`src/psu_irq_pkg.sv`:
```
// Behaviour
// - Supply moving from main to battery raises the interrupt when its enable is set.
// - Supply returning from battery to main raises the interrupt when its enable is set.
// - Switchover and restore flags set on their events regardless of enable bits.
// - Switchover and restore flags stay latched until software writes zero to each.
// - Peripheral config bit 6 reads one on main supply, zero on battery.
// - Switched-supply change above programmed delta threshold is a power-monitor event.
// - Supply-delta event interrupts only when its enable bit is set.
// - Supply measurements run periodically; writing measurement start launches one on demand.
// - Supply-delta indication is evaluated once a new supply measurement result is ready.
// - Battery flag sets on a new battery result or level below battery threshold.
// - Battery event interrupts only when its enable bit is set.
// - DC-input low flag sets while the comparator reports below 1.2 V.
// - DC-input low event interrupts only when its enable bit is set.
// - Sag flag sets when line stays below threshold for programmed line cycles.
// - Sag event interrupts only when its enable bit is set.
// - Two-bit timeout field selects delay from DC-input low to switchover request.
// - Interrupt off after reset; reaches processor only with global enable set.
// - All power events share one interrupt output.
package psu_irq_pkg;
  localparam int          ADDR_W           = 8;
  localparam int          DATA_W           = 8;
  localparam logic [7:0]  MEAS_START_ADDR  = 8'hD8;
  localparam logic [7:0]  BAT_RESULT_ADDR  = 8'hDF;
  localparam logic [7:0]  IRQ_ENABLE_ADDR  = 8'hEC;
  localparam logic [7:0]  SUPPLY_DELTA_ADDR = 8'hF3;
  localparam logic [7:0]  PERIPHERAL_CONFIG_CFG_ADDR  = 8'hF4;
  localparam logic [7:0]  SWITCH_CFG_ADDR  = 8'hF5;
  localparam logic [7:0]  IRQ_FLAGS_ADDR   = 8'hF8;
  localparam logic [7:0]  BAT_THRESH_ADDR  = 8'hFA;
  localparam logic [7:0]  IRQ_GLOBAL_ADDR  = 8'hA9;
  // Flag and enable bit positions, same layout in both registers
  localparam int          SUPPLY_DELTA_BIT = 0;
  localparam int          BATTERY_BIT      = 1;
  localparam int          SWITCHOVER_BIT   = 2;
  localparam int          RESTORE_BIT      = 3;
  localparam int          DC_INPUT_BIT     = 4;
  localparam int          SAG_BIT          = 5;
  localparam int          NUM_SOURCES      = 6;
  localparam int          SOURCE_MAIN_BIT  = 6;
  localparam int          GLOBAL_EN_BIT    = 1;
  localparam int          DC_SWITCH_EN_BIT = 2;
  localparam int          MEAS_PENDING_BIT = 0;
  localparam logic [7:0]  ZERO_BYTE        = 8'h00;
  localparam logic [7:0]  BAT_THRESH_RST   = 8'h00;
  localparam logic [7:0]  SUPPLY_DELTA_RST = 8'h00;
  // DC-input switchover timeouts, in microseconds, one per field value
  localparam int          CLK_PERIOD_PS    = 4000;
  localparam int          DC_TMO0_US       = 1;
  localparam int          DC_TMO1_US       = 2;
  localparam int          DC_TMO2_US       = 4;
  localparam int          DC_TMO3_US       = 8;
  localparam int          TMO_W            = 12;
  localparam logic [11:0] DC_TMO0_CYC = 12'((DC_TMO0_US * 1000000) / CLK_PERIOD_PS);
  localparam logic [11:0] DC_TMO1_CYC = 12'((DC_TMO1_US * 1000000) / CLK_PERIOD_PS);
  localparam logic [11:0] DC_TMO2_CYC = 12'((DC_TMO2_US * 1000000) / CLK_PERIOD_PS);
  localparam logic [11:0] DC_TMO3_CYC = 12'((DC_TMO3_US * 1000000) / CLK_PERIOD_PS);
  localparam int          MEAS_PERIOD_DEF  = 1024;
endpackage

```
`src/power_supply_event_interrupts.sv`:
```
// Added by the designer: the strobed register port.
`timescale 1ns/1ps
module power_supply_event_interrupts #(
  parameter int MEAS_PERIOD_CYC = psu_irq_pkg::MEAS_PERIOD_DEF,
  parameter int SAG_CNT_W       = 8
) (
  input  wire logic                   sys_clk_in,
  input  wire logic                   reset_in,
  input  wire logic [7:0]             addr_in,
  input  wire logic [7:0]             wr_data_in,
  input  wire logic                   wr_in,
  input  wire logic                   rd_in,
  output logic      [7:0]             rd_data_out,
  input  wire logic                   supply_on_battery_in,
  input  wire logic                   dc_input_low_in,
  input  wire logic                   line_below_in,
  input  wire logic                   line_cycle_in,
  input  wire logic [SAG_CNT_W-1:0]   sag_cycle_count_in,
  input  wire logic [7:0]             vsw_result_in,
  input  wire logic                   vsw_valid_in,
  input  wire logic [7:0]             battery_result_in,
  input  wire logic                   battery_valid_in,
  output logic                        measure_start_out,
  output logic                        dc_switch_req_out,
  output logic                        power_monitor_interrupt_out
);
  localparam int NS = psu_irq_pkg::NUM_SOURCES;
  localparam int PER_W = $clog2(MEAS_PERIOD_CYC + 1);
  localparam logic [PER_W-1:0] PER_LAST = PER_W'(MEAS_PERIOD_CYC - 1);

  logic [NS-1:0]    flags_r;
  logic [NS-1:0]    flags_nxt;
  logic [NS-1:0]    set_mask;
  logic [NS-1:0]    clr_mask;
  logic [NS-1:0]    irq_enable_r;
  logic [7:0]       global_reg_r;
  logic [7:0]       supply_delta_r;
  logic [7:0]       peripheral_config_cfg_r;
  logic [7:0]       switch_cfg_r;
  logic [7:0]       bat_thresh_r;
  logic [7:0]       bat_result_r;
  logic [7:0]       last_vsw_r;
  logic             meas_pending_r;
  logic             on_battery_r;
  logic             primed_r;
  logic [PER_W-1:0] period_cnt_r;
  logic [11:0]      dc_cnt_r;
  logic [11:0]      dc_limit;
  logic [8:0]       vsw_diff;
  logic [7:0]       vsw_mag;
  logic             sag_event;
  logic             switchover_ev;
  logic             restore_ev;
  logic             delta_ev;
  logic             battery_ev;
  logic             global_en;
  logic             launch;
  logic             wr_flags;

  assign global_en = global_reg_r[psu_irq_pkg::GLOBAL_EN_BIT];
  assign wr_flags  = wr_in && addr_in == psu_irq_pkg::IRQ_FLAGS_ADDR;

  sag_cycle_detector #(
    .CNT_W (SAG_CNT_W)
  ) u_sag (
    .sys_clk_in         (sys_clk_in),
    .reset_in           (reset_in),
    .line_below_in      (line_below_in),
    .line_cycle_in      (line_cycle_in),
    .sag_cycle_count_in (sag_cycle_count_in),
    .sag_event_out      (sag_event)
  );

  // Supply source tracking; first edge after reset only samples, so a part
  // that wakes on battery does not report a spurious switchover
  always_ff @(posedge sys_clk_in or posedge reset_in) begin
    if (reset_in) begin
      on_battery_r <= 1'b0;
      primed_r     <= 1'b0;
    end else begin
      on_battery_r <= supply_on_battery_in;
      primed_r     <= 1'b1;
    end
  end

  assign switchover_ev = primed_r && supply_on_battery_in && !on_battery_r;
  assign restore_ev    = primed_r && !supply_on_battery_in && on_battery_r;

  // Supply magnitude change against the previous result
  always_comb begin
    vsw_diff = {1'b0, vsw_result_in} - {1'b0, last_vsw_r};
    if (vsw_diff[8]) begin
      vsw_mag = 8'(~vsw_diff[7:0] + 8'h01);
    end else begin
      vsw_mag = vsw_diff[7:0];
    end
  end

  assign delta_ev   = vsw_valid_in && vsw_mag > supply_delta_r;
  // Level is only known from a result, so every new result sets the flag
  assign battery_ev = battery_valid_in;

  always_comb begin
    set_mask = '0;
    set_mask[psu_irq_pkg::SWITCHOVER_BIT]   = switchover_ev;
    set_mask[psu_irq_pkg::RESTORE_BIT]      = restore_ev;
    set_mask[psu_irq_pkg::SUPPLY_DELTA_BIT] = delta_ev;
    set_mask[psu_irq_pkg::BATTERY_BIT]      = battery_ev;
    set_mask[psu_irq_pkg::DC_INPUT_BIT]     = dc_input_low_in;
    set_mask[psu_irq_pkg::SAG_BIT]          = sag_event;
    clr_mask = wr_flags ? ~wr_data_in[NS-1:0] : '0;
    // A new event beats a clear in the same cycle
    flags_nxt = (flags_r & ~clr_mask) | set_mask;
  end

  always_ff @(posedge sys_clk_in or posedge reset_in) begin
    if (reset_in) begin
      flags_r <= '0;
    end else begin
      flags_r <= flags_nxt;
    end
  end

  // Software-written configuration
  always_ff @(posedge sys_clk_in or posedge reset_in) begin
    if (reset_in) begin
      irq_enable_r   <= '0;
      global_reg_r   <= psu_irq_pkg::ZERO_BYTE;
      supply_delta_r <= psu_irq_pkg::SUPPLY_DELTA_RST;
      peripheral_config_cfg_r   <= psu_irq_pkg::ZERO_BYTE;
      switch_cfg_r   <= psu_irq_pkg::ZERO_BYTE;
      bat_thresh_r   <= psu_irq_pkg::BAT_THRESH_RST;
    end else if (wr_in) begin
      unique case (addr_in)
        psu_irq_pkg::IRQ_ENABLE_ADDR:   irq_enable_r   <= wr_data_in[NS-1:0];
        psu_irq_pkg::IRQ_GLOBAL_ADDR:   global_reg_r   <= wr_data_in;
        psu_irq_pkg::SUPPLY_DELTA_ADDR: supply_delta_r <= wr_data_in;
        psu_irq_pkg::PERIPHERAL_CONFIG_CFG_ADDR:   peripheral_config_cfg_r   <= wr_data_in;
        psu_irq_pkg::SWITCH_CFG_ADDR:   switch_cfg_r   <= wr_data_in;
        psu_irq_pkg::BAT_THRESH_ADDR:   bat_thresh_r   <= wr_data_in;
        default: begin
        end
      endcase
    end
  end

  // Measurement results kept for comparison and readback
  always_ff @(posedge sys_clk_in or posedge reset_in) begin
    if (reset_in) begin
      last_vsw_r   <= psu_irq_pkg::ZERO_BYTE;
      bat_result_r <= psu_irq_pkg::ZERO_BYTE;
    end else begin
      if (vsw_valid_in) begin
        last_vsw_r <= vsw_result_in;
      end
      if (battery_valid_in) begin
        bat_result_r <= battery_result_in;
      end
    end
  end

  // Background measurement timer plus on-demand launch
  assign launch = (period_cnt_r == PER_LAST)
                  || (wr_in && addr_in == psu_irq_pkg::MEAS_START_ADDR);

  always_ff @(posedge sys_clk_in or posedge reset_in) begin
    if (reset_in) begin
      period_cnt_r      <= '0;
      measure_start_out <= 1'b0;
    end else begin
      measure_start_out <= launch;
      if (launch) begin
        period_cnt_r <= '0;
      end else begin
        period_cnt_r <= period_cnt_r + 1'b1;
      end
    end
  end

  // Pending stays high until the converter answers; a new launch wins
  always_ff @(posedge sys_clk_in or posedge reset_in) begin
    if (reset_in) begin
      meas_pending_r <= 1'b0;
    end else if (launch) begin
      meas_pending_r <= 1'b1;
    end else if (vsw_valid_in) begin
      meas_pending_r <= 1'b0;
    end
  end

  // DC-input switchover delay; the count restarts if the input recovers
  always_comb begin
    unique case (switch_cfg_r[1:0])
      2'h0: dc_limit = psu_irq_pkg::DC_TMO0_CYC;
      2'h1: dc_limit = psu_irq_pkg::DC_TMO1_CYC;
      2'h2: dc_limit = psu_irq_pkg::DC_TMO2_CYC;
      2'h3: dc_limit = psu_irq_pkg::DC_TMO3_CYC;
    endcase
  end

  always_ff @(posedge sys_clk_in or posedge reset_in) begin
    if (reset_in) begin
      dc_cnt_r          <= '0;
      dc_switch_req_out <= 1'b0;
    end else if (!dc_input_low_in || !switch_cfg_r[psu_irq_pkg::DC_SWITCH_EN_BIT]) begin
      dc_cnt_r          <= '0;
      dc_switch_req_out <= 1'b0;
    end else if (dc_cnt_r < dc_limit) begin
      dc_cnt_r <= dc_cnt_r + 1'b1;
    end else begin
      dc_switch_req_out <= 1'b1;
    end
  end

  // Single shared request, registered
  always_ff @(posedge sys_clk_in or posedge reset_in) begin
    if (reset_in) begin
      power_monitor_interrupt_out <= 1'b0;
    end else begin
      power_monitor_interrupt_out <= global_en && |(flags_r & irq_enable_r);
    end
  end

  // Read port, data in the cycle after the strobe only
  always_ff @(posedge sys_clk_in or posedge reset_in) begin
    if (reset_in) begin
      rd_data_out <= psu_irq_pkg::ZERO_BYTE;
    end else if (!rd_in) begin
      rd_data_out <= psu_irq_pkg::ZERO_BYTE;
    end else begin
      unique case (addr_in)
        psu_irq_pkg::MEAS_START_ADDR:   rd_data_out <= {7'h00, meas_pending_r};
        psu_irq_pkg::BAT_RESULT_ADDR:   rd_data_out <= bat_result_r;
        psu_irq_pkg::IRQ_ENABLE_ADDR:   rd_data_out <= {2'h0, irq_enable_r};
        psu_irq_pkg::IRQ_GLOBAL_ADDR:   rd_data_out <= global_reg_r;
        psu_irq_pkg::SUPPLY_DELTA_ADDR: rd_data_out <= supply_delta_r;
        psu_irq_pkg::SWITCH_CFG_ADDR:   rd_data_out <= switch_cfg_r;
        psu_irq_pkg::BAT_THRESH_ADDR:   rd_data_out <= bat_thresh_r;
        psu_irq_pkg::IRQ_FLAGS_ADDR:    rd_data_out <= {2'h0, flags_r};
        psu_irq_pkg::PERIPHERAL_CONFIG_CFG_ADDR: begin
          rd_data_out <= peripheral_config_cfg_r;
          rd_data_out[psu_irq_pkg::SOURCE_MAIN_BIT] <= !on_battery_r;
        end
        default: rd_data_out <= psu_irq_pkg::ZERO_BYTE;
      endcase
    end
  end

  switchover_flag_a: assert property (@(posedge sys_clk_in) disable iff (reset_in)
    switchover_ev |=> flags_r[psu_irq_pkg::SWITCHOVER_BIT])
    else $error("switchover flag not set");

  restore_flag_a: assert property (@(posedge sys_clk_in) disable iff (reset_in)
    restore_ev |=> flags_r[psu_irq_pkg::RESTORE_BIT])
    else $error("restore flag not set");

  flag_latched_a: assert property (@(posedge sys_clk_in) disable iff (reset_in)
    $fell(flags_r[psu_irq_pkg::SWITCHOVER_BIT]) |->
      $past(wr_flags) && !$past(wr_data_in[psu_irq_pkg::SWITCHOVER_BIT]))
    else $error("switchover flag dropped without zero write");

  set_beats_clear_a: assert property (@(posedge sys_clk_in) disable iff (reset_in)
    (wr_flags && restore_ev) |=> flags_r[psu_irq_pkg::RESTORE_BIT])
    else $error("restore event lost to clear");

  source_read_a: assert property (@(posedge sys_clk_in) disable iff (reset_in)
    (rd_in && addr_in == psu_irq_pkg::PERIPHERAL_CONFIG_CFG_ADDR) |=>
      rd_data_out[psu_irq_pkg::SOURCE_MAIN_BIT] == !$past(on_battery_r))
    else $error("supply source bit wrong");

  delta_flag_a: assert property (@(posedge sys_clk_in) disable iff (reset_in)
    (vsw_valid_in && vsw_mag > supply_delta_r) |=>
      flags_r[psu_irq_pkg::SUPPLY_DELTA_BIT])
    else $error("supply delta flag not set");

  meas_launch_a: assert property (@(posedge sys_clk_in) disable iff (reset_in)
    (wr_in && addr_in == psu_irq_pkg::MEAS_START_ADDR) |=> measure_start_out && meas_pending_r)
    else $error("on-demand measurement not launched");

  meas_periodic_a: assert property (@(posedge sys_clk_in) disable iff (reset_in)
    $rose(measure_start_out) |-> ##[1:1000] measure_start_out || MEAS_PERIOD_CYC > 1000)
    else $error("background measurement stalled");

  battery_flag_a: assert property (@(posedge sys_clk_in) disable iff (reset_in)
    battery_valid_in |=> flags_r[psu_irq_pkg::BATTERY_BIT]
      && bat_result_r == $past(battery_result_in))
    else $error("battery flag or result not updated");

  dc_flag_a: assert property (@(posedge sys_clk_in) disable iff (reset_in)
    dc_input_low_in |=> flags_r[psu_irq_pkg::DC_INPUT_BIT])
    else $error("dc input low flag not set");

  sag_flag_a: assert property (@(posedge sys_clk_in) disable iff (reset_in)
    sag_event |=> flags_r[psu_irq_pkg::SAG_BIT])
    else $error("sag flag not set");

  dc_timeout_a: assert property (@(posedge sys_clk_in) disable iff (reset_in)
    $rose(dc_switch_req_out) |-> $past(dc_cnt_r) == $past(dc_limit)
      && $past(dc_input_low_in))
    else $error("dc switchover request before timeout");

  irq_equation_a: assert property (@(posedge sys_clk_in)
    disable iff (reset_in)
    power_monitor_interrupt_out == $past(global_en && |(flags_r & irq_enable_r)))
    else $error("interrupt does not follow flags and enables");

  irq_gated_a: assert property (@(posedge sys_clk_in) disable iff (reset_in)
    !global_en ##1 !global_en |-> !power_monitor_interrupt_out)
    else $error("interrupt passed without global enable");

  flags_sticky_a: assert property (@(posedge sys_clk_in) disable iff (reset_in)
    !$past(wr_flags) |-> (flags_r & $past(flags_r)) == $past(flags_r))
    else $error("flag dropped without a flag write");

  clear_zero_a: assert property (@(posedge sys_clk_in) disable iff (reset_in)
    wr_flags |=> (flags_r & ~($past(wr_data_in[NS-1:0]) | $past(set_mask))) == '0)
    else $error("flag survived a zero write");

  irq_off_reset_a: assert property (@(posedge sys_clk_in) disable iff (reset_in)
    $fell(reset_in) |-> !power_monitor_interrupt_out && !global_en)
    else $error("interrupt live after reset");

  source_track_a: assert property (@(posedge sys_clk_in) disable iff (reset_in)
    primed_r |-> on_battery_r == $past(supply_on_battery_in))
    else $error("supply source not tracked");

  dc_req_off_a: assert property (@(posedge sys_clk_in) disable iff (reset_in)
    (!dc_input_low_in || !switch_cfg_r[psu_irq_pkg::DC_SWITCH_EN_BIT]) |=> !dc_switch_req_out)
    else $error("dc switchover request without low input");

  sag_once_a: assert property (@(posedge sys_clk_in) disable iff (reset_in)
    sag_event |=> !sag_event)
    else $error("sag reported twice in one episode");

  battery_rise_a: assert property (@(posedge sys_clk_in) disable iff (reset_in)
    $rose(flags_r[psu_irq_pkg::BATTERY_BIT]) |-> $past(battery_valid_in))
    else $error("battery flag set without a result");

  delta_rise_a: assert property (@(posedge sys_clk_in) disable iff (reset_in)
    $rose(flags_r[psu_irq_pkg::SUPPLY_DELTA_BIT]) |-> $past(vsw_valid_in))
    else $error("supply delta flag set without a result");

  switch_rise_a: assert property (@(posedge sys_clk_in) disable iff (reset_in)
    $rose(flags_r[psu_irq_pkg::SWITCHOVER_BIT]) |->
      $past(supply_on_battery_in) && !$past(on_battery_r))
    else $error("switchover flag set without a switchover");

  irq_masked_a: assert property (@(posedge sys_clk_in) disable iff (reset_in)
    (flags_r & irq_enable_r) == '0 |=> !power_monitor_interrupt_out)
    else $error("interrupt raised by a masked flag");
endmodule

```
`src/sag_cycle_detector.sv`:
```
`timescale 1ns/1ps
module sag_cycle_detector #(
  parameter int CNT_W = 8
) (
  input  wire logic             sys_clk_in,
  input  wire logic             reset_in,
  input  wire logic             line_below_in,
  input  wire logic             line_cycle_in,
  input  wire logic [CNT_W-1:0] sag_cycle_count_in,
  output logic                  sag_event_out
);
  logic [CNT_W-1:0] below_cnt_r;
  logic             fired_r;

  // Consecutive line cycles spent below the sag threshold
  always_ff @(posedge sys_clk_in or posedge reset_in) begin
    if (reset_in) begin
      below_cnt_r <= '0;
    end else if (!line_below_in) begin
      below_cnt_r <= '0;
    end else if (line_cycle_in && below_cnt_r != '1) begin
      below_cnt_r <= below_cnt_r + 1'b1;
    end
  end

  // One event per sag episode, rearmed when the line recovers
  always_ff @(posedge sys_clk_in or posedge reset_in) begin
    if (reset_in) begin
      fired_r       <= 1'b0;
      sag_event_out <= 1'b0;
    end else begin
      sag_event_out <= 1'b0;
      if (!line_below_in) begin
        fired_r <= 1'b0;
      end else if (!fired_r && below_cnt_r >= sag_cycle_count_in
                   && sag_cycle_count_in != '0) begin
        fired_r       <= 1'b1;
        sag_event_out <= 1'b1;
      end
    end
  end
endmodule

```
`config.mk`:
```
export PLATFORM = sky130hd
export DESIGN_NAME = power_supply_event_interrupts
export DESIGN_NICKNAME = d
export VERILOG_FILES = /design/src/psu_irq_pkg.sv /design/src/power_supply_event_interrupts.sv /design/src/sag_cycle_detector.sv
export SDC_FILE = /design/constraint.sdc
export NUM_CORES = 1
export LEC_CHECK = 0
export ABC_AREA = 1
export BUFFER_PORTS_ARGS = -buffer_cell sky130_fd_sc_hd__buf_4
export CAP_MARGIN = 20
export CELL_PAD_IN_SITES_DETAIL_PLACEMENT = 1
export CELL_PAD_IN_SITES_GLOBAL_PLACEMENT = 1
export CORE_MARGIN = 2
export CORE_UTILIZATION = 48
export DETAILED_ROUTE_END_ITERATION = 6
export GPL_ROUTABILITY_DRIVEN = 0
export PLACE_DENSITY_LB_ADDON = 0.1
export SETUP_SLACK_MARGIN = 0.05
export SKIP_CTS_REPAIR_TIMING = 1
export SLEW_MARGIN = 40
export SYNTH_ARGS = -nofsm -noshare
export SYNTH_HDL_FRONTEND = slang
export SYNTH_SLANG_ARGS = --single-unit
```
`constraint.sdc`:
```
create_clock -name sys_clk_in -period 9.35 [get_ports sys_clk_in]
set_input_delay 1.87 -clock sys_clk_in [delete_from_list [all_inputs] [get_ports sys_clk_in]]
set_output_delay 1.87 -clock sys_clk_in [all_outputs]
set_load 0.05 [all_outputs]
```
## Word-level counts from Yosys, hierarchy flattened

Cells that the tools add are included.

- Input port bits: 50
- Register bits: 115
- Logic and storage cells: 99

- Bitwise logic cells: 6
- Reduce and logical (&&, ||, !) cells: 29
- Add/sub/neg operators: 5
- Multiplexer cells: 18
- Equal/unequal tests: 17
- Magnitude comparators: 3

Operators with widths:

| cell | count |
|---|---|
| equality test 8 bit (second input constant) | 9 |
| case mux 8 bit (9 select lines) | 1 |
| case mux 12 bit (4 select lines) | 1 |
| two-way mux 8 bit | 4 |
| two-way mux 12 bit | 2 |
| adder 8 x 1 -> 8 bit (second input constant) | 2 |
| adder 12 x 1 -> 12 bit (second input constant) | 1 |
| bitwise AND 6 bit | 2 |
| less-than comparator 12 bit | 1 |
| inverter 6 bit | 2 |
| AND reduction 2 bit | 6 |
| adder 11 x 1 -> 11 bit (second input constant) | 1 |
| equality test 11 x 10 -> 1 bit (second input constant) | 1 |
| logical AND 1 bit | 11 |
| two-way mux 11 bit | 1 |
| subtractor 8 x 8 -> 9 bit | 1 |
| greater-or-equal comparator 8 bit | 1 |
| > comparator 8 bit | 1 |
| two-way mux 1 bit | 8 |
| inequality test 8 bit (second input constant) | 1 |
| inverter 8 bit | 1 |
| nonzero test 8 bit | 1 |
| two-way mux 6 bit | 1 |
| bitwise OR 6 bit | 1 |
| other kinds (9) | 17 |

## Depth between registers and ports, before layout

Gate-level depths: netlist of the first run.

- Depth in word-level cells: 7
- Gate-level depth with buffers: 20
- Gate-level depth less buffers: 20

## By module

From an unflattened synthesis of the first run, not the netlist that was laid out.

- Cell total of the unflattened synthesis: 860
- Area total of the unflattened synthesis: 6550.0 sq um

By module, submodules not included:

| module | sequential area each (sq um) | instances | cells each | area an instance (sq um) |
|---|---|---|---|---|
| power_supply_event_interrupts | 2602.5 | 1 | 748 | 5745.5 |
| sag_cycle_detector | 250.2 | 1 | 112 | 804.5 |

## Least setup slack after synthesis of the first run

OpenSTA, ideal clock, no wires.

- Kind: input port to flip-flop
- Start point: input vsw_result_in[0]
- End point: register flags_r[0]
- Path slack: 5.327 ns
- Data required time: 9.227 ns
- Stages on the path: 17
- Setup time: 0.123 ns
- Data arrival time: 3.900 ns
- Buffers on the path: 0
- Cell sequence: inv_1 > ha_1 > fa_1 > ha_1 > inv_1 > nor2_1 > nand3_1 > nor2_1 > nand2_1 > nand3_1 > nand2_1 > ha_1 > nand4_1 > nor2_1 > a31oi_1 > o21ai_0 > nand2_1

- Word-level cells in the longest chain between the ends: 7

RTL lines:

| item | line | RTL |
|---|---|---|
| start, declared | power_supply_event_interrupts.sv:19 | `input wire logic [7:0] vsw_result_in,` |
| subtractor 8 x 8 -> 9 bit * | power_supply_event_interrupts.sv:91 | `vsw_diff = {1'b0, vsw_result_in} - {1'b0, last_vsw_r};` |
| inverter 8 bit | power_supply_event_interrupts.sv:93 | `vsw_mag = 8'(~vsw_diff[7:0] + 8'h01);` |
| adder 8 x 1 -> 8 bit | power_supply_event_interrupts.sv:93 |  |
| two-way mux 8 bit * | power_supply_event_interrupts.sv:92 | `if (vsw_diff[8]) begin` |
| > comparator 8 bit * | power_supply_event_interrupts.sv:99 | `assign delta_ev = vsw_valid_in && vsw_mag > supply_delta_r;` |
| logical AND 1 bit * | power_supply_event_interrupts.sv:99 |  |
| bitwise OR 6 bit * | power_supply_event_interrupts.sv:113 | `flags_nxt = (flags_r & ~clr_mask) \| set_mask;` |
| via flags_nxt[0] | power_supply_event_interrupts.sv:32 | `logic [NS-1:0] flags_nxt;` |
| end signal, assigned | power_supply_event_interrupts.sv:120 | `flags_r <= flags_nxt;` |
| end, declared | power_supply_event_interrupts.sv:31 | `logic [NS-1:0] flags_r;` |

The timed path passes the listed nets; every way through them passes the cells marked *.
A chain may end at the register's enable or synchronous reset.

## Final worst setup path of the first run

Same ends and word-level chain as after synthesis.

==> results.sh, run 1 <==
export IMPL_status="finished clean"
export IMPL_clk_latency_ns=0.42
export IMPL_start_util=0.492
export IMPL_core_area_mm2=0.0132
export IMPL_synthesis_area_mm2=0.00651
export IMPL_hp_start="u_sag.sag_event_out"
export IMPL_grtUsageTotal=0.278
export IMPL_synth_edff_count=0
export IMPL_vias_per_cell=5.51
export IMPL_synthesis_nets=912
export IMPL_ys_seq_area_frac=0.438
export IMPL_ys_flop_type="dfrtp_1"
export IMPL_reg2reg_from="last_vsw_r[0]"
export IMPL_cts_buffers=17
export IMPL_arrival_ns=4.34
export IMPL_hold_path_class="flip-flop to flip-flop"
export IMPL_dr_pass1_iters=4
export IMPL_hold_violations=0
export IMPL_syn_inst=826
export IMPL_p_sw_frac=0.281
export IMPL_clk_pin_slew_ns=0.05
export IMPL_report_final_slew_viol_count=0
export IMPL_synth_most_common_cell="nand2_1"
export IMPL_cts_tree="built"
export IMPL_relSlewSlack=0.562
export IMPL_yosys_top_cells_area="dfrtp_1 (44%), nand2_1 (12%), ha_1 (6.7%)"
export IMPL_critPathRequiredTime_ns=9.65
export IMPL_r2r_slack_ns=6.52
export IMPL_skew_ns=0.0129
export IMPL_rsz0062_at_grt="no"
export IMPL_clockRootBuffer="clkbuf_16"
export IMPL_worst_pin_slew_ns=0.657
export IMPL_hpwl_mm=13.8
export IMPL_p_seq_frac=0.401
export IMPL_overflow=0
export IMPL_drt_iter0_markers=359
export IMPL_hold_depth=2
export IMPL_rr_worst_depth=16
export IMPL_pwr_share_clk=0.433
export IMPL_r2r_end="flags_r[0]"
export IMPL_port_buffers=60
export IMPL_end_kind="flip-flop"
export IMPL_num_antenna_cells=0
export IMPL_htreeDepth=4
export IMPL_synth_async_reset_ratio=1.00
export IMPL_rows=42
export IMPL_avgSynthCellArea_um2=7.89
export IMPL_tns_ns=0
export IMPL_dr_total_vias=5961
export IMPL_hold_end="flags_r[5]"
export IMPL_p_int_mw=1.01
export IMPL_grt_pass1_vias=6404
export IMPL_switchingPower_uw=395
export IMPL_die_y_um=121
export IMPL_io_pins=61
export IMPL_peakVddDrop_mv=0.127
export IMPL_ant_nets=0
export IMPL_setup_violations=0
export IMPL_grt_first_pass_wirelength_mm=31.3
export IMPL_yosysUniqueCellTypes=45
export IMPL_die_x_um=121
export IMPL_area_growth_syn_to_layout_pct=17.5
export IMPL_wirelength_mm=18.7
export IMPL_grt_max_degree=65
export IMPL_path_class="primary input to flip-flop"
export IMPL_yosysTopAreaCellShare=0.438
export IMPL_drive_gt1_frac=0.145
export IMPL_drc=0
export IMPL_die_area_mm2=0.0145
export IMPL_leakage_nw=3.92
export IMPL_maxCapViolations=0
export IMPL_cts_sinks=114
export IMPL_fin_crit_ns=4.03
export IMPL_post_route_period_util=0.432
export IMPL_combPwrFrac=0.167
export IMPL_yosysWarnings=0
export IMPL_power_density_mw_per_mm2=184
export IMPL_maxClockFrequency_mhz=248
export IMPL_clock_tree_buffer_depth=2
export IMPL_wl_per_cell_um=17.3
export IMPL_yosys_area_top_type="dfrtp_1"
export IMPL_antenna_found_initial=0
export IMPL_yosys_top_cells_count="nand2_1 (215), dfrtp_1 (114), inv_1 (109)"
export IMPL_finish_utilization=0.578
export IMPL_path_max_fanout=3
export IMPL_fin_nets=980
export IMPL_start_kind="primary input"
export IMPL_ys_ff_latch=114
==> state kept, by name (all words and copies together), names as in the netlist, 6 cells and up <==
name / count
last_vsw_r: 8
switch_cfg_r: 8
irq_enable_r: 6
bat_thresh_r: 8
u_sag.below_cnt_r: 8
global_reg_r: 8
dc_cnt_r: 12
flags_r: 6
bat_result_r: 8
rd_data_out: 8
period_cnt_r: 11
supply_delta_r: 8
peripheral_config_cfg_r: 7
==> routing by layer <==
metal / vias to the layer above / part of all wire / GRT usage
li1: 2819 / - / -
met1: 2980 / 0.41 / 0.325
met2: 124 / 0.52 / 0.499
met3: 38 / 0.043 / 0.0561
met4: 0 / 0.027 / 0.106
met5: - / 0 / 0
==> kinds of logic (layout without fill, tap and decap cells) <==
group / after synthesis / in the layout / synth area share
and+or+nand+nor: 405 / 405 / 0.280
DFF: 114 / 114 / 0.438
AOI/OAI and AO/OA: 135 / 135 / 0.118
adders and majority gates: 36 / 36 / 0.0703
other: 1 / 1 / 0.000576
xor gates and xnor gates: 9 / 9 / 0.0121
buffers and inverters: 126 / 205 / 0.0807
==> per-stage QoR <==
step | setup WS (ns) | hold WS (ns) | instances | cell area (um2) | power [mW]
2_1_floorplan | 4.46 | 0.409 | 826 | 6520 | 0.721
3_3_place_gp | 5.07 | 0.441 | 1051 | 7110 | 0.781
3_5_place_dp | 4.93 | 0.452 | 1051 | 7110 | 0.802
4_1_cts | 5.35 | 0.459 | 1081 | 7650 | 1.41
5_1_grt | 5.01 | 0.508 | 1081 | 7660 | 1.48
6_report | 5.32 | 0.451 | 1081 | 7660 | 1.41
==> layout make-up <==
type | count | area, um2
Timing Repair Buffer | 61 | 458
Clock inverter | 5 | 52.6
Fill cell | 1702 | 5590
Tap cell | 176 | 220
Multi-Input combinational cell | 586 | 3140
Sequential cell | 114 | 2850
Clock buffer | 25 | 495
Inverter | 114 | 440
==> critical path, cell delays in order <==
cell     delay [ns]
buf_4          0.07
inv_1          0.04
ha_1           0.21
fa_1           0.53
ha_1           0.20
inv_1          0.06
nor2_1         0.10
nand3_1        0.12
nor2_1         0.12
nand2_1        0.07
nand3_1        0.07
nand2_1        0.06
ha_1           0.29
nand4_1        0.14
nor2_1         0.13
a31oi_1        0.09
o21ai_0        0.09
nand2_1        0.07
==> worst max path at each step <==
stage / startpoint / end / slack, ns
after floorplan: reset_in / bat_result_r[0] / 4.46
final: vsw_result_in[0] / flags_r[0] / 5.32
after global placement: vsw_result_in[0] / flags_r[0] / 5.07
after detailed placement: vsw_result_in[0] / flags_r[0] / 4.93
after CTS: vsw_result_in[0] / flags_r[0] / 5.35
after global routing: vsw_result_in[0] / flags_r[0] / 5.01
==> cells in the final DEF (no fill, tap or decap), drive strengths merged, types with 5 or more instances in the layout <==
master    n
o22ai     5
o21ai    82
inv     111
xor2      5
o21a     12
nor2     79
buf      61
a21oi    27
nor3     12
nand2   224
nand3    69
clkinv    6
clkbuf   25
ha       35
nand4    11
dfrtp   114
==> power groups by stage <==
stage          sequential (mW)  combinational, mW  clock (mW)
6_report                 0.563              0.234       0.608
5_1_grt                  0.568              0.268       0.638
4_1_cts                  0.563              0.237       0.614
3_5_place_dp             0.570              0.232           0
3_3_place_gp             0.566              0.215           0
2_1_floorplan            0.563              0.158           0
Power figures use the tool's default switching activity.
==> run 2, diff against run 1 <==
ABC_AREA = 0   (was 1)
CORE_UTILIZATION = 47   (was 48)
clock period = 4.1 ns   (was 9.35 ns; I/O delays follow)
==> results.sh, run 2 <==
export IMPL_status="finished clean"
export IMPL_top_register="dc_cnt_r"
export IMPL_finish_utilization=0.575
export IMPL_setup_slack_ns=0.634
export IMPL_clock_tree_buffer_depth=2
export IMPL_port_buffers=60
export IMPL_grtUsageTotal=0.252
export IMPL_clk_pin_slew_ns=0.05
export IMPL_path_max_fanout=8
export IMPL_antenna_found_initial=0
export IMPL_dr_pass1_iters=4
export IMPL_grt_pass1_vias=5295
export IMPL_synthesis_nets=675
export IMPL_top_regs="dc_cnt_r x12, period_cnt_r x11"
export IMPL_yosysWarnings=0
export IMPL_end_kind="flip-flop"
export IMPL_hold_violations=0
export IMPL_ant_nets=0
export IMPL_layout_commonest_cell="dfrtp_1"
export IMPL_ys_ff_latch=114
export IMPL_p_total_mw=3.52
export IMPL_tns_ns=0
export IMPL_hold_path_class="flip-flop to flip-flop"
export IMPL_fin_crit_ns=3.47
export IMPL_synth_most_common_cell="dfrtp_1"
export IMPL_drt_iter0_markers=274
export IMPL_maxCapViolations=0
export IMPL_cts_tree="built"
export IMPL_leakage_nw=3.53
export IMPL_io_pins=61
export IMPL_grt_max_degree=62
export IMPL_grt_first_pass_wirelength_mm=27.8
export IMPL_setup_violations=0
export IMPL_largest_reg_flops=12
export IMPL_final_cells=841
export IMPL_rsz0062_at_grt="no"
export IMPL_vias_per_cell=5.65
export IMPL_dr_total_vias=4753
export IMPL_hpwl_mm=11.3
export IMPL_report_final_slew_viol_count=0
export IMPL_rows=42
export IMPL_fin_nets=739
export IMPL_yosys_area_top_type="dfrtp_1"
export IMPL_synthesis_area_mm2=0.00623
export IMPL_path_class="primary input to flip-flop"
export IMPL_yosys_top_cells_area="dfrtp_1 (46%), ha_1 (7.0%), mux2_2 (6.0%)"
export IMPL_post_route_period_util=0.845
export IMPL_critPathRequiredTime_ns=4.38
export IMPL_drive_gt1_frac=0.233
export IMPL_syn_inst=589
export IMPL_skew_ns=0.00750
export IMPL_worst_pin_slew_ns=0.811
export IMPL_hp_start="u_sag.sag_event_out"
export IMPL_yosysTopAreaCellShare=0.458
export IMPL_synth_async_reset_ratio=1.00
export IMPL_area_growth_syn_to_layout_pct=20.8
export IMPL_yosysUniqueCellTypes=67
export IMPL_start_kind="primary input"
export IMPL_num_antenna_cells=0
export IMPL_arrival_ns=3.74
export IMPL_drc=0
export IMPL_overflow=0
export IMPL_ys_seq_area_frac=0.458
export IMPL_critPathLaunch="vsw_result_in[0]"
export IMPL_avgSynthCellArea_um2=10.6
export IMPL_start_util=0.476
export IMPL_dp_cells=810
export IMPL_htreeDepth=4
export IMPL_clockRootBuffer="clkbuf_16"
export IMPL_reg2reg_from="last_vsw_r[0]"
export IMPL_yosys_top_cells_count="dfrtp_1 (114), nand2_1 (43), inv_1 (40)"
export IMPL_mostFrequentLayoutCells="dfrtp_1 (114), buf_4 (61), nand2_1 (43), nor2_1 (39), inv_1 (39)"
export IMPL_peakVddDrop_mv=0.256
export IMPL_pre_cts_ws_ns=0.423
export IMPL_maxClockFrequency_mhz=289
export IMPL_power_density_mw_per_mm2=467
export IMPL_wl_per_cell_um=19.8
export IMPL_cts_buffers=17
export IMPL_die_area_mm2=0.0142
export IMPL_core_area_mm2=0.0131
export IMPL_die_y_um=119
export IMPL_relSlewSlack=0.458
export IMPL_cts_sinks=114
export IMPL_synth_edff_count=0
export IMPL_wirelength_mm=16.7
export IMPL_die_x_um=119
export IMPL_ys_flop_type="dfrtp_1"
export IMPL_clk_latency_ns=0.42
run 2: cell count changes after synthesis, moves of 11 or more:
| cell | change |
|---|---|
| nand2_1 | -172 |
| inv_1 | -69 |
| nand3_1 | -47 |
| mux2_2 | +33 |
| nor2_1 | -30 |
| o21ai_1 | -23 |
| xnor2_1 | +23 |
| a22oi_1 | +17 |
| mux2_4 | +14 |
| mux2i_1 | +13 |
| o21ai_0 | -13 |
| a21oi_1 | -11 |
| o21a_1 | -11 |
run 2: power breakdown:
| group | leakage, nW | switching [mW] | internal (mW) |
|---|---|---|---|
| sequential | 1.46 | 0.0712 | 1.22 |
| combinational | 1.74 | 0.273 | 0.232 |
| clock | 0.321 | 0.526 | 1.20 |
| total | 3.53 | 0.870 | 2.65 |
run 2: layout make-up:
cell class | instances | area, um2
clock inverters | 10 | 231
fillers | 1401 | 5560
multi-input cells | 417 | 3140
repair buffers | 62 | 478
well taps | 176 | 220
inverters | 41 | 159
flip-flops and latches | 114 | 2850
clock buffers | 21 | 440
run 2: final timing paths:
kind                                   endpoint  depth (start not counted)  slack (ns)
worst max-delay path                 flags_r[0]                         17        0.63
worst min-delay path                 flags_r[5]                          1        0.44
worst max register to register       flags_r[0]                         15        0.80
worst min register to register       flags_r[5]                          1        0.44
max in group asynchronous       period_cnt_r[5]                          3        2.93
min in group asynchronous        rd_data_out[7]                          2        0.47
run 2: cells by family (layout without fill, tap and decap cells):
kind of cell	Yosys count	in the layout	share of synthesized area
and+or+nand+nor	175	175	0.151
DFF	114	114	0.458
AOI/OAI and AO/OA	112	112	0.116
muxes	60	60	0.114
buffers and inverters	58	134	0.0394
adders and majority gates	36	36	0.0735
xor gates and xnor gates	33	33	0.0464
other	1	1	0.000602
run 2: per-layer routing:
| metal | GRT usage | vias up | wire [um] |
|---|---|---|---|
| met1 | 0.326 | 2380 | 7320 |
| met2 | 0.428 | 105 | 8330 |
| li1 | - | 2239 | - |
| met4 | 0.0952 | 0 | 406 |
| met3 | 0.0398 | 29 | 601 |
| met5 | 0 | - | 0 |
run 2: per-stage QoR:
stage | hold slack (ns) | cell area [um2]
after floorplan | 0.408 | 6230
after global placement | 0.412 | 6840
after detailed placement | 0.426 | 6850
after CTS | 0.450 | 7520
after global routing | 0.470 | 7520
final | 0.442 | 7520
run 2: critical path, cell delays in order:
cell and delay (ns):
buf_4 0.11, inv_1 0.05, ha_1 0.18, fa_1 0.22, nand2b_1 0.15, a21oi_1 0.09, o311a_1 0.32, o21ai_2 0.30
a21oi_1 0.15, a31o_2 0.23, ha_1 0.29, nor2b_1 0.14, o21ai_0 0.17, nand2b_1 0.09, a21oi_1 0.19, o21a_1 0.14
o21ai_0 0.10
==> run 3, diff against run 2 <==
CORE_UTILIZATION = 43   (was 47)
clock period = 3.1 ns   (was 4.1 ns; I/O delays follow)
==> results.sh, run 3 (synthesis results as in run 2) <==
export IMPL_critPathLaunch="last_vsw_r[3]"
export IMPL_dr_pass1_iters=4
export IMPL_drc=0
export IMPL_htreeDepth=4
export IMPL_maxClockFrequency_mhz=330
export IMPL_io_pins=61
export IMPL_top_regs="dc_cnt_r x12, period_cnt_r x11"
export IMPL_grt_max_degree=57
export IMPL_rows=43
export IMPL_overflow=0
export IMPL_peakVddDrop_mv=0.385
export IMPL_reg2reg_from="last_vsw_r[3]"
export IMPL_port_buffers=60
export IMPL_crit_buf_inv=2
export IMPL_setup_slack_ns=0.0722
export IMPL_drive_gt1_frac=0.286
export IMPL_pre_cts_ws_ns=-0.285
export IMPL_ant_nets=0
export IMPL_grt_pass1_vias=5316
export IMPL_clockRootBuffer="clkbuf_16"
export IMPL_fin_crit_ns=3.03
export IMPL_hpwl_mm=11.7
export IMPL_largest_reg_flops=12
export IMPL_final_cells=868
export IMPL_die_y_um=124
export IMPL_arrival_ns=3.32
export IMPL_clk_latency_ns=0.42
export IMPL_cts_sinks=114
export IMPL_leakage_nw=3.65
export IMPL_skew_ns=0.00635
export IMPL_critical_path_max_stage_delay_ns=0.34
export IMPL_dr_total_vias=4893
export IMPL_drt_iter0_markers=250
export IMPL_fin_nets=761
export IMPL_nFillCells=1493
export IMPL_top_register="dc_cnt_r"
export IMPL_hold_path_class="primary input to asynchronous set/reset pin"
export IMPL_critPathRequiredTime_ns=3.40
export IMPL_report_final_slew_viol_count=0
export IMPL_grtUsageTotal=0.220
export IMPL_wl_per_cell_um=19.2
export IMPL_layout_commonest_cell="dfrtp_1"
export IMPL_relSlewSlack=0.581
export IMPL_post_route_period_util=0.977
export IMPL_dp_cells=834
export IMPL_cts_buffers=17
export IMPL_setup_violations=0
export IMPL_area_growth_syn_to_layout_pct=25.4
export IMPL_clock_tree_buffer_depth=2
export IMPL_num_antenna_cells=0
export IMPL_p_total_mw=4.68
export IMPL_clk_pin_slew_ns=0.06
export IMPL_die_x_um=124
export IMPL_start_util=0.445
export IMPL_cts_tree="built"
export IMPL_antenna_found_initial=0
export IMPL_start_kind="flip-flop"
export IMPL_crit_path_cell_trace="inv_1 > ha_1 > o21ai_1 > a21oi_4 > o311a_4 > o21ai_4 > buf_4 > o311ai_4 > xnor2_2 > ha_1 > a21o_1 > a21oi_2 > o21a_1 > o21ai_1"
export IMPL_vias_per_cell=5.64
export IMPL_grt_first_pass_wirelength_mm=27.1
export IMPL_core_area_mm2=0.0140
export IMPL_end_kind="flip-flop"
export IMPL_tns_ns=0
export IMPL_die_area_mm2=0.0155
export IMPL_slowest_stage="dfrtp_1"
export IMPL_path_max_fanout=6
export IMPL_power_density_mw_per_mm2=599
export IMPL_hold_violations=0
export IMPL_worst_pin_slew_ns=0.626
export IMPL_status="finished clean"
export IMPL_path_class="flip-flop to flip-flop"
export IMPL_wirelength_mm=16.7
export IMPL_mostFrequentLayoutCells="dfrtp_1 (114), buf_4 (83), nand2_1 (43), nor2_1 (38), inv_1 (38)"
export IMPL_maxCapViolations=0
export IMPL_path_delay_family="compound AO/OA/AOI/OAI gates"
run 3: cell types whose count changed in the layout (fill, tap and decap cells not counted), moves of 4 or more:
cell     delta
o21ai_0     -4
buf_4      +22
o21ai_1     +4
a21oi_1     -4
run 3: per-layer routing:
layer | track usage | wire length, um | part of all wire
met3 | 0.0528 | 789 | 0.047
met2 | 0.362 | 8180 | 0.49
met4 | 0.0648 | 303 | 0.018
met5 | 0 | 0 | 0
met1 | 0.290 | 7380 | 0.44
run 3: final cells by class:
class / instances / area [um2] / share of cell area
multi-input cells: 417 / 3280 / 0.420
flip-flops and latches: 114 / 2850 / 0.365
repair buffers: 84 / 643 / 0.0824
clock buffers: 22 / 474 / 0.0607
well taps: 180 / 225 / 0.0288
clock inverters: 10 / 179 / 0.0229
inverters: 41 / 158 / 0.0202
run 3: path summary, 6_finish.rpt:
kind,depth (start not counted),end,slack [ns]
max,14,flags_r[0],0.07
min,2,bat_result_r[7],0.24
max reg2reg,14,flags_r[0],0.07
min reg2reg,1,flags_r[5],0.44
max in group asynchronous,3,rd_data_out[4],2.19
min in group sys_clk_in,1,on_battery_r,0.33
run 3: per-stage QoR:
stage	hold WS, ns	utilization	cell area, um2
after floorplan	0.408	-	6270
after CTS	0.239	0.549	7690
after detailed placement	0.426	0.503	7030
final	0.235	0.558	7810
after global routing	0.264	0.558	7810
after global placement	0.415	0.503	7030
run 3: worst register-to-register path, stage by stage (launching register included):
cell,delay (ns)
dfrtp_1,0.34
inv_1,0.05
ha_1,0.29
o21ai_1,0.25
a21oi_4,0.07
o311a_4,0.33
o21ai_4,0.21
buf_4,0.17
o311ai_4,0.12
xnor2_2,0.18
ha_1,0.33
a21o_1,0.20
a21oi_2,0.14
o21a_1,0.16
o21ai_1,0.06
run 3: report_power, final:
part / switching (mW) / internal, mW
Clock: 0.691 / 1.48
Combinational: 0.412 / 0.381
Sequential: 0.0968 / 1.61
Total: 1.20 / 3.47
